--- src/shared/flash_host_regs.svh ---
// Register offsets, field positions and timing counts of the flash host controller.
`ifndef FLASH_HOST_REGS_SVH
`define FLASH_HOST_REGS_SVH
// ----------------------------------------
// Register byte offsets
// ----------------------------------------
`define OFS_CTRL    5'h00
`define OFS_ADDR    5'h04
`define OFS_DATA    5'h08
`define OFS_CMD     5'h0C
`define OFS_STAT    5'h10
// ----------------------------------------
// Field positions
// ----------------------------------------
`define CTRL_BYTE   0
`define CTRL_STBY   1
`define CTRL_TOG    2
`define CMD_RD      0
`define CMD_WR      1
`define CMD_RST     2
`define CMD_WAIT    3
`define CMD_FORCE   4
`define STAT_IDLE   0
`define STAT_RDY    1
`define STAT_REF    2
`define STAT_DONE   3
`define TOG_BIT     6
`define CTRL_RESET  3'h0
// ----------------------------------------
// Timing in ns and derived cycle counts
// ----------------------------------------
`define CLK_NS      5
`define T_ACC_NS    70
`define T_WE_NS     35
`define T_REC_NS    20
`define T_RST_NS    500
`define T_BUSY_NS   90
`define ACC_CYC     (8'((`T_ACC_NS + `CLK_NS - 1) / `CLK_NS))
`define WE_CYC      (8'((`T_WE_NS + `CLK_NS - 1) / `CLK_NS))
`define REC_CYC     (8'((`T_REC_NS + `CLK_NS - 1) / `CLK_NS))
`define RST_CYC     (8'((`T_RST_NS + `CLK_NS - 1) / `CLK_NS))
`define BUSY_CYC    (8'((`T_BUSY_NS + `CLK_NS - 1) / `CLK_NS))
`endif

--- src/shared/flash_host_pkg.sv ---
// Types shared by the flash host controller.
package flash_host_pkg;
	typedef enum logic [2:0] {
		S_IDLE = 3'b000,
		S_RD   = 3'b001,
		S_WR   = 3'b010,
		S_WH   = 3'b011,
		S_REC  = 3'b100,
		S_RST  = 3'b101,
		S_PIN  = 3'b110
	} state_t;
	typedef struct packed {
		logic ce_n;
		logic we_n;
		logic oe_n;
		logic rst_n;
		logic byte_n;
		logic dq_oe_n;
	} flash_ctl_t;
endpackage

--- src/hw/flash_host.sv ---
// Wishbone-driven host controller that runs bus cycles on a parallel NOR flash.
// Summary of operation
// - Commands are plain write cycles to flash.
// - Bypass mode programs with two writes.
// - Completion via ready pin or toggle bits.
// - Host may deselect flash for standby.
//
// Decided for this implementation: the register addresses and the Wishbone interface to the registers.
`include "flash_host_regs.svh"
`timescale 1ns/100ps
`default_nettype none
module flash_host
	import flash_host_pkg::*;
(
	// Clock and reset.
	input  wire logic        mclk_in,
	input  wire logic        rst_in,
	// Wishbone slave.
	input  wire logic        wb_cyc_in,
	input  wire logic        wb_stb_in,
	input  wire logic        wb_we_in,
	input  wire logic [4:0]  wb_adr_in,
	input  wire logic [3:0]  wb_sel_in,
	input  wire logic [31:0] wb_dat_in,
	output logic      [31:0] wb_dat_out,
	output logic             wb_ack_out,
	// Flash pins.
	output logic      [19:0] flash_addr_out,
	output logic      [15:0] dq_out,
	input  wire logic [15:0] dq_in,
	output flash_ctl_t       flash_ctl_out,
	input  wire logic        ready_busy_n_in
);

	// ----------------------------------------
	// State
	// ----------------------------------------
	typedef struct packed {
		state_t     st;
		logic [7:0] cnt;
		flash_ctl_t ctl;
		logic [2:0]  ctrl;
		logic [19:0] addr;
		logic [15:0] wdata;
		logic [15:0] rdata;
		logic [19:0] fa;
		logic [15:0] dq;
		logic        poll;
		logic        first;
		logic        tog;
		logic        rdy;
		logic        refused;
		logic        done;
		logic        ack;
		logic [31:0] dat;
	} core_t;

	core_t s_ff;
	core_t nxt_s;
	logic  req;
	logic  cmd_wr;
	logic  refuse;

	// Reset starts with a flash reset pulse so the part is known to read array.
	localparam core_t RESET_VAL = '{
		st: S_RST, cnt: `RST_CYC - 8'h01,
		ctl: '{ce_n: 1'b1, we_n: 1'b1, oe_n: 1'b1, rst_n: 1'b0, byte_n: 1'b1,
			dq_oe_n: 1'b1},
		ctrl: `CTRL_RESET, addr: 20'h00000, wdata: 16'h0000, rdata: 16'h0000,
		fa: 20'h00000, dq: 16'h0000, poll: 1'b0, first: 1'b0, tog: 1'b0,
		rdy: 1'b0, refused: 1'b0, done: 1'b0, ack: 1'b0, dat: 32'h00000000};

	assign req    = wb_cyc_in & wb_stb_in & ~s_ff.ack;
	assign cmd_wr = req & wb_we_in & wb_sel_in[0] & (wb_adr_in == `OFS_CMD);
	// A write cycle while the flash is busy could corrupt an embedded algorithm,
	// so with the sequencer in S_IDLE only writes without the force bit are refused then; reads, waits, resets and forced writes (suspend, exit) get through.
	// Outside S_IDLE every command is refused.
	assign refuse = cmd_wr & ((s_ff.st != S_IDLE) |
		(wb_dat_in[`CMD_WR] & ~s_ff.rdy & ~wb_dat_in[`CMD_FORCE]));

	// ----------------------------------------
	// Next state
	// ----------------------------------------
	always_comb begin
		nxt_s     = s_ff;
		nxt_s.ack = 1'b0;
		nxt_s.rdy = ready_busy_n_in;
		// Bus slave: answer one cycle after the request, unmapped reads give zero.
		if (req) begin
			nxt_s.ack = 1'b1;
			nxt_s.dat = 32'h00000000;
			if (wb_we_in && wb_sel_in[0]) begin
				case (wb_adr_in)
					`OFS_CTRL: nxt_s.ctrl  = wb_dat_in[2:0];
					`OFS_ADDR: nxt_s.addr  = wb_dat_in[19:0];
					`OFS_DATA: nxt_s.wdata = wb_dat_in[15:0];
					`OFS_STAT: begin
						if (wb_dat_in[`STAT_DONE]) nxt_s.done = 1'b0;
						if (wb_dat_in[`STAT_REF]) nxt_s.refused = 1'b0;
					end
					default: ;
				endcase
			end else if (!wb_we_in) begin
				case (wb_adr_in)
					`OFS_CTRL: nxt_s.dat = {29'h0, s_ff.ctrl};
					`OFS_ADDR: nxt_s.dat = {12'h000, s_ff.addr};
					`OFS_DATA: nxt_s.dat = {16'h0000, s_ff.rdata};
					`OFS_STAT: nxt_s.dat = {28'h0, s_ff.done, s_ff.refused,
						s_ff.rdy, s_ff.st == S_IDLE};
					default:   nxt_s.dat = 32'h00000000;
				endcase
			end
		end
		// Sticky set wins over a software clear in the same cycle.
		if (refuse) nxt_s.refused = 1'b1;
		nxt_s.ctl.byte_n = ~s_ff.ctrl[`CTRL_BYTE];
		// Sequencer for flash bus cycles.
		case (s_ff.st)
			S_IDLE: begin
				// Address is held so the flash can drop into automatic sleep.
				nxt_s.ctl.ce_n = 1'b1;
				if (cmd_wr && !refuse) begin
					if (wb_dat_in[`CMD_RST]) begin
						nxt_s.ctl.rst_n = 1'b0;
						nxt_s.cnt       = `RST_CYC - 8'h01;
						nxt_s.st        = S_RST;
					end else if (wb_dat_in[`CMD_WR]) begin
						nxt_s.fa          = s_ff.addr;
						nxt_s.dq          = s_ff.ctrl[`CTRL_BYTE] ?
							{8'h00, s_ff.wdata[7:0]} : s_ff.wdata;
						nxt_s.ctl.ce_n    = 1'b0;
						nxt_s.ctl.we_n    = 1'b0;
						nxt_s.ctl.dq_oe_n = 1'b0;
						nxt_s.cnt         = `WE_CYC - 8'h01;
						nxt_s.st          = S_WR;
					end else if (wb_dat_in[`CMD_WAIT]) begin
						nxt_s.done  = 1'b0;
						nxt_s.poll  = s_ff.ctrl[`CTRL_TOG];
						nxt_s.first = 1'b1;
						nxt_s.cnt   = `BUSY_CYC - 8'h01;
						nxt_s.st    = s_ff.ctrl[`CTRL_TOG] ? S_REC : S_PIN;
					end else if (wb_dat_in[`CMD_RD]) begin
						nxt_s.fa       = s_ff.addr;
						nxt_s.ctl.ce_n = 1'b0;
						nxt_s.ctl.oe_n = 1'b0;
						nxt_s.cnt      = `ACC_CYC - 8'h01;
						nxt_s.st       = S_RD;
					end
				end
			end
			S_RD: begin
				if (s_ff.cnt != 8'h00) begin
					nxt_s.cnt = s_ff.cnt - 8'h01;
				end else begin
					nxt_s.ctl.ce_n = 1'b1;
					nxt_s.ctl.oe_n = 1'b1;
					nxt_s.cnt      = `REC_CYC - 8'h01;
					nxt_s.st       = S_REC;
					if (!s_ff.poll) begin
						nxt_s.rdata = s_ff.ctrl[`CTRL_BYTE] ?
							{8'h00, dq_in[7:0]} : dq_in;
					end else begin
						// Two reads with equal toggle bit mean the algorithm is over.
						nxt_s.rdata = dq_in;
						nxt_s.tog   = dq_in[`TOG_BIT];
						nxt_s.first = 1'b0;
						if (!s_ff.first && dq_in[`TOG_BIT] == s_ff.tog) begin
							nxt_s.poll = 1'b0;
							nxt_s.done = 1'b1;
						end
					end
				end
			end
			S_WR: begin
				if (s_ff.cnt != 8'h00) begin
					nxt_s.cnt = s_ff.cnt - 8'h01;
				end else begin
					nxt_s.ctl.we_n = 1'b1;
					nxt_s.cnt      = `REC_CYC - 8'h01;
					nxt_s.st       = S_WH;
				end
			end
			S_WH: begin
				// Data and select stay put past the rising strobe for hold time.
				if (s_ff.cnt != 8'h00) begin
					nxt_s.cnt = s_ff.cnt - 8'h01;
				end else begin
					nxt_s.ctl.ce_n    = 1'b1;
					nxt_s.ctl.dq_oe_n = 1'b1;
					nxt_s.st          = S_IDLE;
				end
			end
			S_REC: begin
				if (s_ff.cnt != 8'h00) begin
					nxt_s.cnt = s_ff.cnt - 8'h01;
				end else if (s_ff.poll) begin
					nxt_s.ctl.ce_n = 1'b0;
					nxt_s.ctl.oe_n = 1'b0;
					nxt_s.cnt      = `ACC_CYC - 8'h01;
					nxt_s.st       = S_RD;
				end else begin
					nxt_s.st = S_IDLE;
				end
			end
			S_RST: begin
				if (s_ff.cnt != 8'h00) begin
					nxt_s.cnt = s_ff.cnt - 8'h01;
				end else begin
					nxt_s.ctl.rst_n = 1'b1;
					nxt_s.cnt       = `REC_CYC - 8'h01;
					nxt_s.st        = S_REC;
				end
			end
			S_PIN: begin
				// The pin is ignored until the flash has had time to show busy.
				if (s_ff.cnt != 8'h00) begin
					nxt_s.cnt = s_ff.cnt - 8'h01;
				end else if (ready_busy_n_in) begin
					nxt_s.done = 1'b1;
					nxt_s.st   = S_IDLE;
				end
			end
			default: nxt_s = RESET_VAL;
		endcase
	end

	// ----------------------------------------
	// Registers
	// ----------------------------------------
	always_ff @(posedge mclk_in) begin
		if (rst_in) begin
			s_ff <= RESET_VAL;
		end else begin
			s_ff <= nxt_s;
		end
	end

	// Outputs come straight from the state register.
	assign wb_dat_out     = s_ff.dat;
	assign wb_ack_out     = s_ff.ack;
	assign flash_addr_out = s_ff.fa;
	assign dq_out         = s_ff.dq;
	assign flash_ctl_out  = s_ff.ctl;
endmodule
`default_nettype wire

--- config.mk ---
export PLATFORM = sky130hd
export DESIGN_NAME = flash_host
export DESIGN_NICKNAME = d
export VERILOG_FILES = /design/src/shared/flash_host_pkg.sv /design/src/hw/flash_host.sv
export VERILOG_INCLUDE_DIRS = /design/src /design/src/shared
export SDC_FILE = /design/constraint.sdc
export NUM_CORES = 1
export LEC_CHECK = 0
export BUFFER_PORTS_ARGS = -buffer_cell sky130_fd_sc_hd__buf_2
export CAP_MARGIN = 20
export CORE_MARGIN = 5
export CORE_UTILIZATION = 45
export DETAILED_ROUTE_END_ITERATION = 8
export PLACE_DENSITY = 0.73
export SLEW_MARGIN = 0
export SYNTH_ARGS = -nofsm -noshare
export SYNTH_HDL_FRONTEND = slang
export SYNTH_SLANG_ARGS = --single-unit
--- constraint.sdc ---
create_clock -name mclk_in -period 7.1 [get_ports mclk_in]
set_clock_uncertainty 0.2 [all_clocks]
set_input_delay 0.71 -clock mclk_in [delete_from_list [all_inputs] [get_ports mclk_in]]
set_output_delay 0.71 -clock mclk_in [all_outputs]
set_load 0.005 [all_outputs]
==> out/metrics.cfg <==
[run_status]
outcome = completed

[placed_design]
gp_congestion = 0.921
dp_hpwl_um = 12600
port_buffers = 110
pre_cts_slack_ps = 3800

[power_and_ir_drop]
power_density_nw_per_um2 = 236
peakVddDrop_mv = 0.188
leakage_uw = 0.00270

[sta]
fmax_mhz = 325
setup_violations = 0
drv_slew = 0
finalWorstPathRequiredPeriod_ps = 3070
finalHoldViolations = 0
worstMarginPinSlew_ps = 987
layout_setup_ws_ps = 4030
slew_headroom_pct = 33.7
tns_ps = 0
period_share_pct = 43.3
rsz0062_at_grt = no

[setup_path]
criticalPathCategory = reg -> reg
start_kind = flip-flop
reg2reg_slack_ps = 4030
crit_start = s_ff[146]$_SDFFE_PP1P_
critical_path_peak_fanout = 22
crit_end = dq_out[15]$_SDFFE_PP0P_
timing.rr.end = dq_out[15]$_SDFFE_PP0P_
end_kind = flip-flop
critPathArrivalTime_ps = 3240
required_ps = 7270
reg2reg_depth = 5
timing.rr.start = s_ff[146]$_SDFFE_PP1P_

[synth]
avgSynthCellArea_um2 = 8.47
synth_top_area_cell = dfxtp_1
synth_warnings = 0
synth_seq_cells = 135
netlist_instances = 765
synth_ff_type = dfxtp_1
synthTopCellsByCount = 135 x dfxtp_1, 78 x nand2_1, 76 x a21oi_1, 75 x buf_4, 59 x nor2_1
synth_top_area_share_pct = 41.7
yosysSeqAreaShare_pct = 41.7
yosysUniqueCellTypes = 66
synth-edff-count = 0
syn_area_um2 = 6480
synth_area_leaders = dfxtp_1 42%, buf_4 8.7%, a21oi_1 5.9%
synth_most_common_cell = dfxtp_1
async_reset_ff_share_pct = 0

[global_routing]
grt_max_degree = 65
grt_overflow = 0
grt_pass1_vias = 5187
track_usage_pct = 21.3
antenna_found_initial = 1
grt_pass1_wl_um = 28200

[detailed_routing]
drt_first_pass_iters = 6
wl_um = 18100
viasPerCell = 5.80
route.detailed.drc = 0
dr_total_vias = 5701
detail-route-antenna-nets = 0
drtIter0Drc = 755
wl_per_cell_um = 18.5

[floorplanning]
start_util_pct = 46.3
die_h_um = 130
die_w_um = 130
fp.coreArea_um2 = 14000
die_area_um2 = 16900
rows = 43
num_io_pins = 138

[clock_tree]
holdBufCountCts = 0
cts_inserted_buffers = 17
cts_tree = done
path_clk_slew_ps = 60
cts_buffer_depth = 2
cts_sinks = 135
cts_root_buf = clkbuf_16
cts_resized = 0
cts_setup_buffers = 0
htree_levels = 4
clock_latency_ps = 430

[job]
drv_cap = 0

[cells_and_area]
fin_util_pct = 51.5
nets = 853
fillCellCount = 1349
area_growth_pct = 11.1
layout-drive-gt1-share_pct = 21.3

[min_path]
min_path_type = reg -> reg

==> registers in the layout (all words and copies together) (netlist names) <==
signal and count:
flash_addr_out 20, dq_out 16, s_ff 72, wb_ack_out 1, wb_dat_out 20, flash_ctl_out 6
==> metrics by stage <==
stage | instance area [µm²] | cells | total power [µW] | hold slack, ps
4_1_cts | 7180 | 980 | 1700 | 252
2_1_floorplan | 6520 | 776 | 819 | 193
3_3_place_gp | 6590 | 947 | 844 | 239
6_report | 7200 | 983 | 1700 | 249
3_5_place_dp | 6600 | 948 | 844 | 244
5_1_grt | 7200 | 983 | 1750 | 269
==> layout make-up <==
class                   count  area (µm²)  area share [%]
clock inverters            13         150            2.09
inverters                  12        45.0           0.626
clock buffers              19         433            6.01
multi-input cells         500        2990            41.5
flip-flops and latches    135        2700            37.5
diodes                      1        2.50          0.0348
repair buffers            123         652            9.05
well taps                 180         225            3.13
==> worst min path at each step <==
stage                                     start                     endpoint  depth (start not counted)
detailed placement   wb_dat_out[1]$_SDFFE_PP0N_   wb_dat_out[1]$_SDFFE_PP0N_                          2
global route              s_ff[87]$_SDFFE_PP0P_        s_ff[87]$_SDFFE_PP0P_                          2
floorplan                s_ff[127]$_SDFFE_PP0P_  flash_ctl_out[1]$_SDFF_PP1_                          1
CTS                       s_ff[90]$_SDFFE_PP0P_        s_ff[90]$_SDFFE_PP0P_                          2
global placement    wb_dat_out[16]$_SDFFE_PP0N_  wb_dat_out[16]$_SDFFE_PP0N_                          2
finish                    s_ff[90]$_SDFFE_PP0P_        s_ff[90]$_SDFFE_PP0P_                          2
==> critical path, cell delays in order, from the launching register on <==
cell,delay [ps]
dfxtp_1,780
nand3_1,590
o21a_4,390
or4_4,440
nor3_4,370
a22o_1,220
==> report_power, final <==
part	leakage, µW	switching (µW)	internal [µW]
Combinational	0.00133	42.5	22.1
Clock	0.000283	352	521
Sequential	0.00109	3.09	760
Total	0.00270	398	1300
==> cells by family after synthesis <==
| family | Yosys count | share of synthesized area, % |
|---|---|---|
| simple gates | 246 | 19.1 |
| flops | 135 | 41.7 |
| compound gates | 210 | 21.3 |
| mux | 27 | 4.21 |
| xor+xnor | 4 | 0.541 |
| fa+ha+maj | 1 | 0.193 |
| buf+inv | 141 | 13.0 |
| other cells | 1 | 0.0579 |
==> placed cells by master, fill, tap and decap left out, drive strengths merged, types with 3 or more instances in the layout <==
cell type / netlist / final
a211o: 5 / 5
a21o: 5 / 5
a21oi: 76 / 76
a22o: 16 / 16
a22oi: 18 / 18
a2bb2oi: 13 / 13
a31oi: 10 / 10
a32oi: 3 / 3
and2: 10 / 10
and3: 3 / 3
buf: 88 / 123
clkbuf: 41 / 19
clkinv: 0 / 8
conb: 1 / 12
dfxtp: 135 / 135
inv: 12 / 14
mux2i: 25 / 25
nand2: 78 / 78
nand2b: 5 / 5
nand3: 31 / 31
nand4: 26 / 26
nor2: 59 / 59
nor2b: 4 / 4
nor3: 7 / 7
nor3b: 4 / 4
nor4: 4 / 4
o211ai: 4 / 4
o21ai: 34 / 34
o31ai: 3 / 3
o32ai: 4 / 4
or3: 4 / 4
or4: 4 / 4
==> routing by layer <==
metal / global-route usage, % / vias up / share of wire, %
li1: - / 2704 / -
met1: 30.0 / 2714 / 45
met2: 32.1 / 248 / 45
met3: 5.61 / 35 / 8.3
met4: 6.60 / 0 / 2.2
met5: 0 / - / 0
Power figures use the tool's default switching activity.
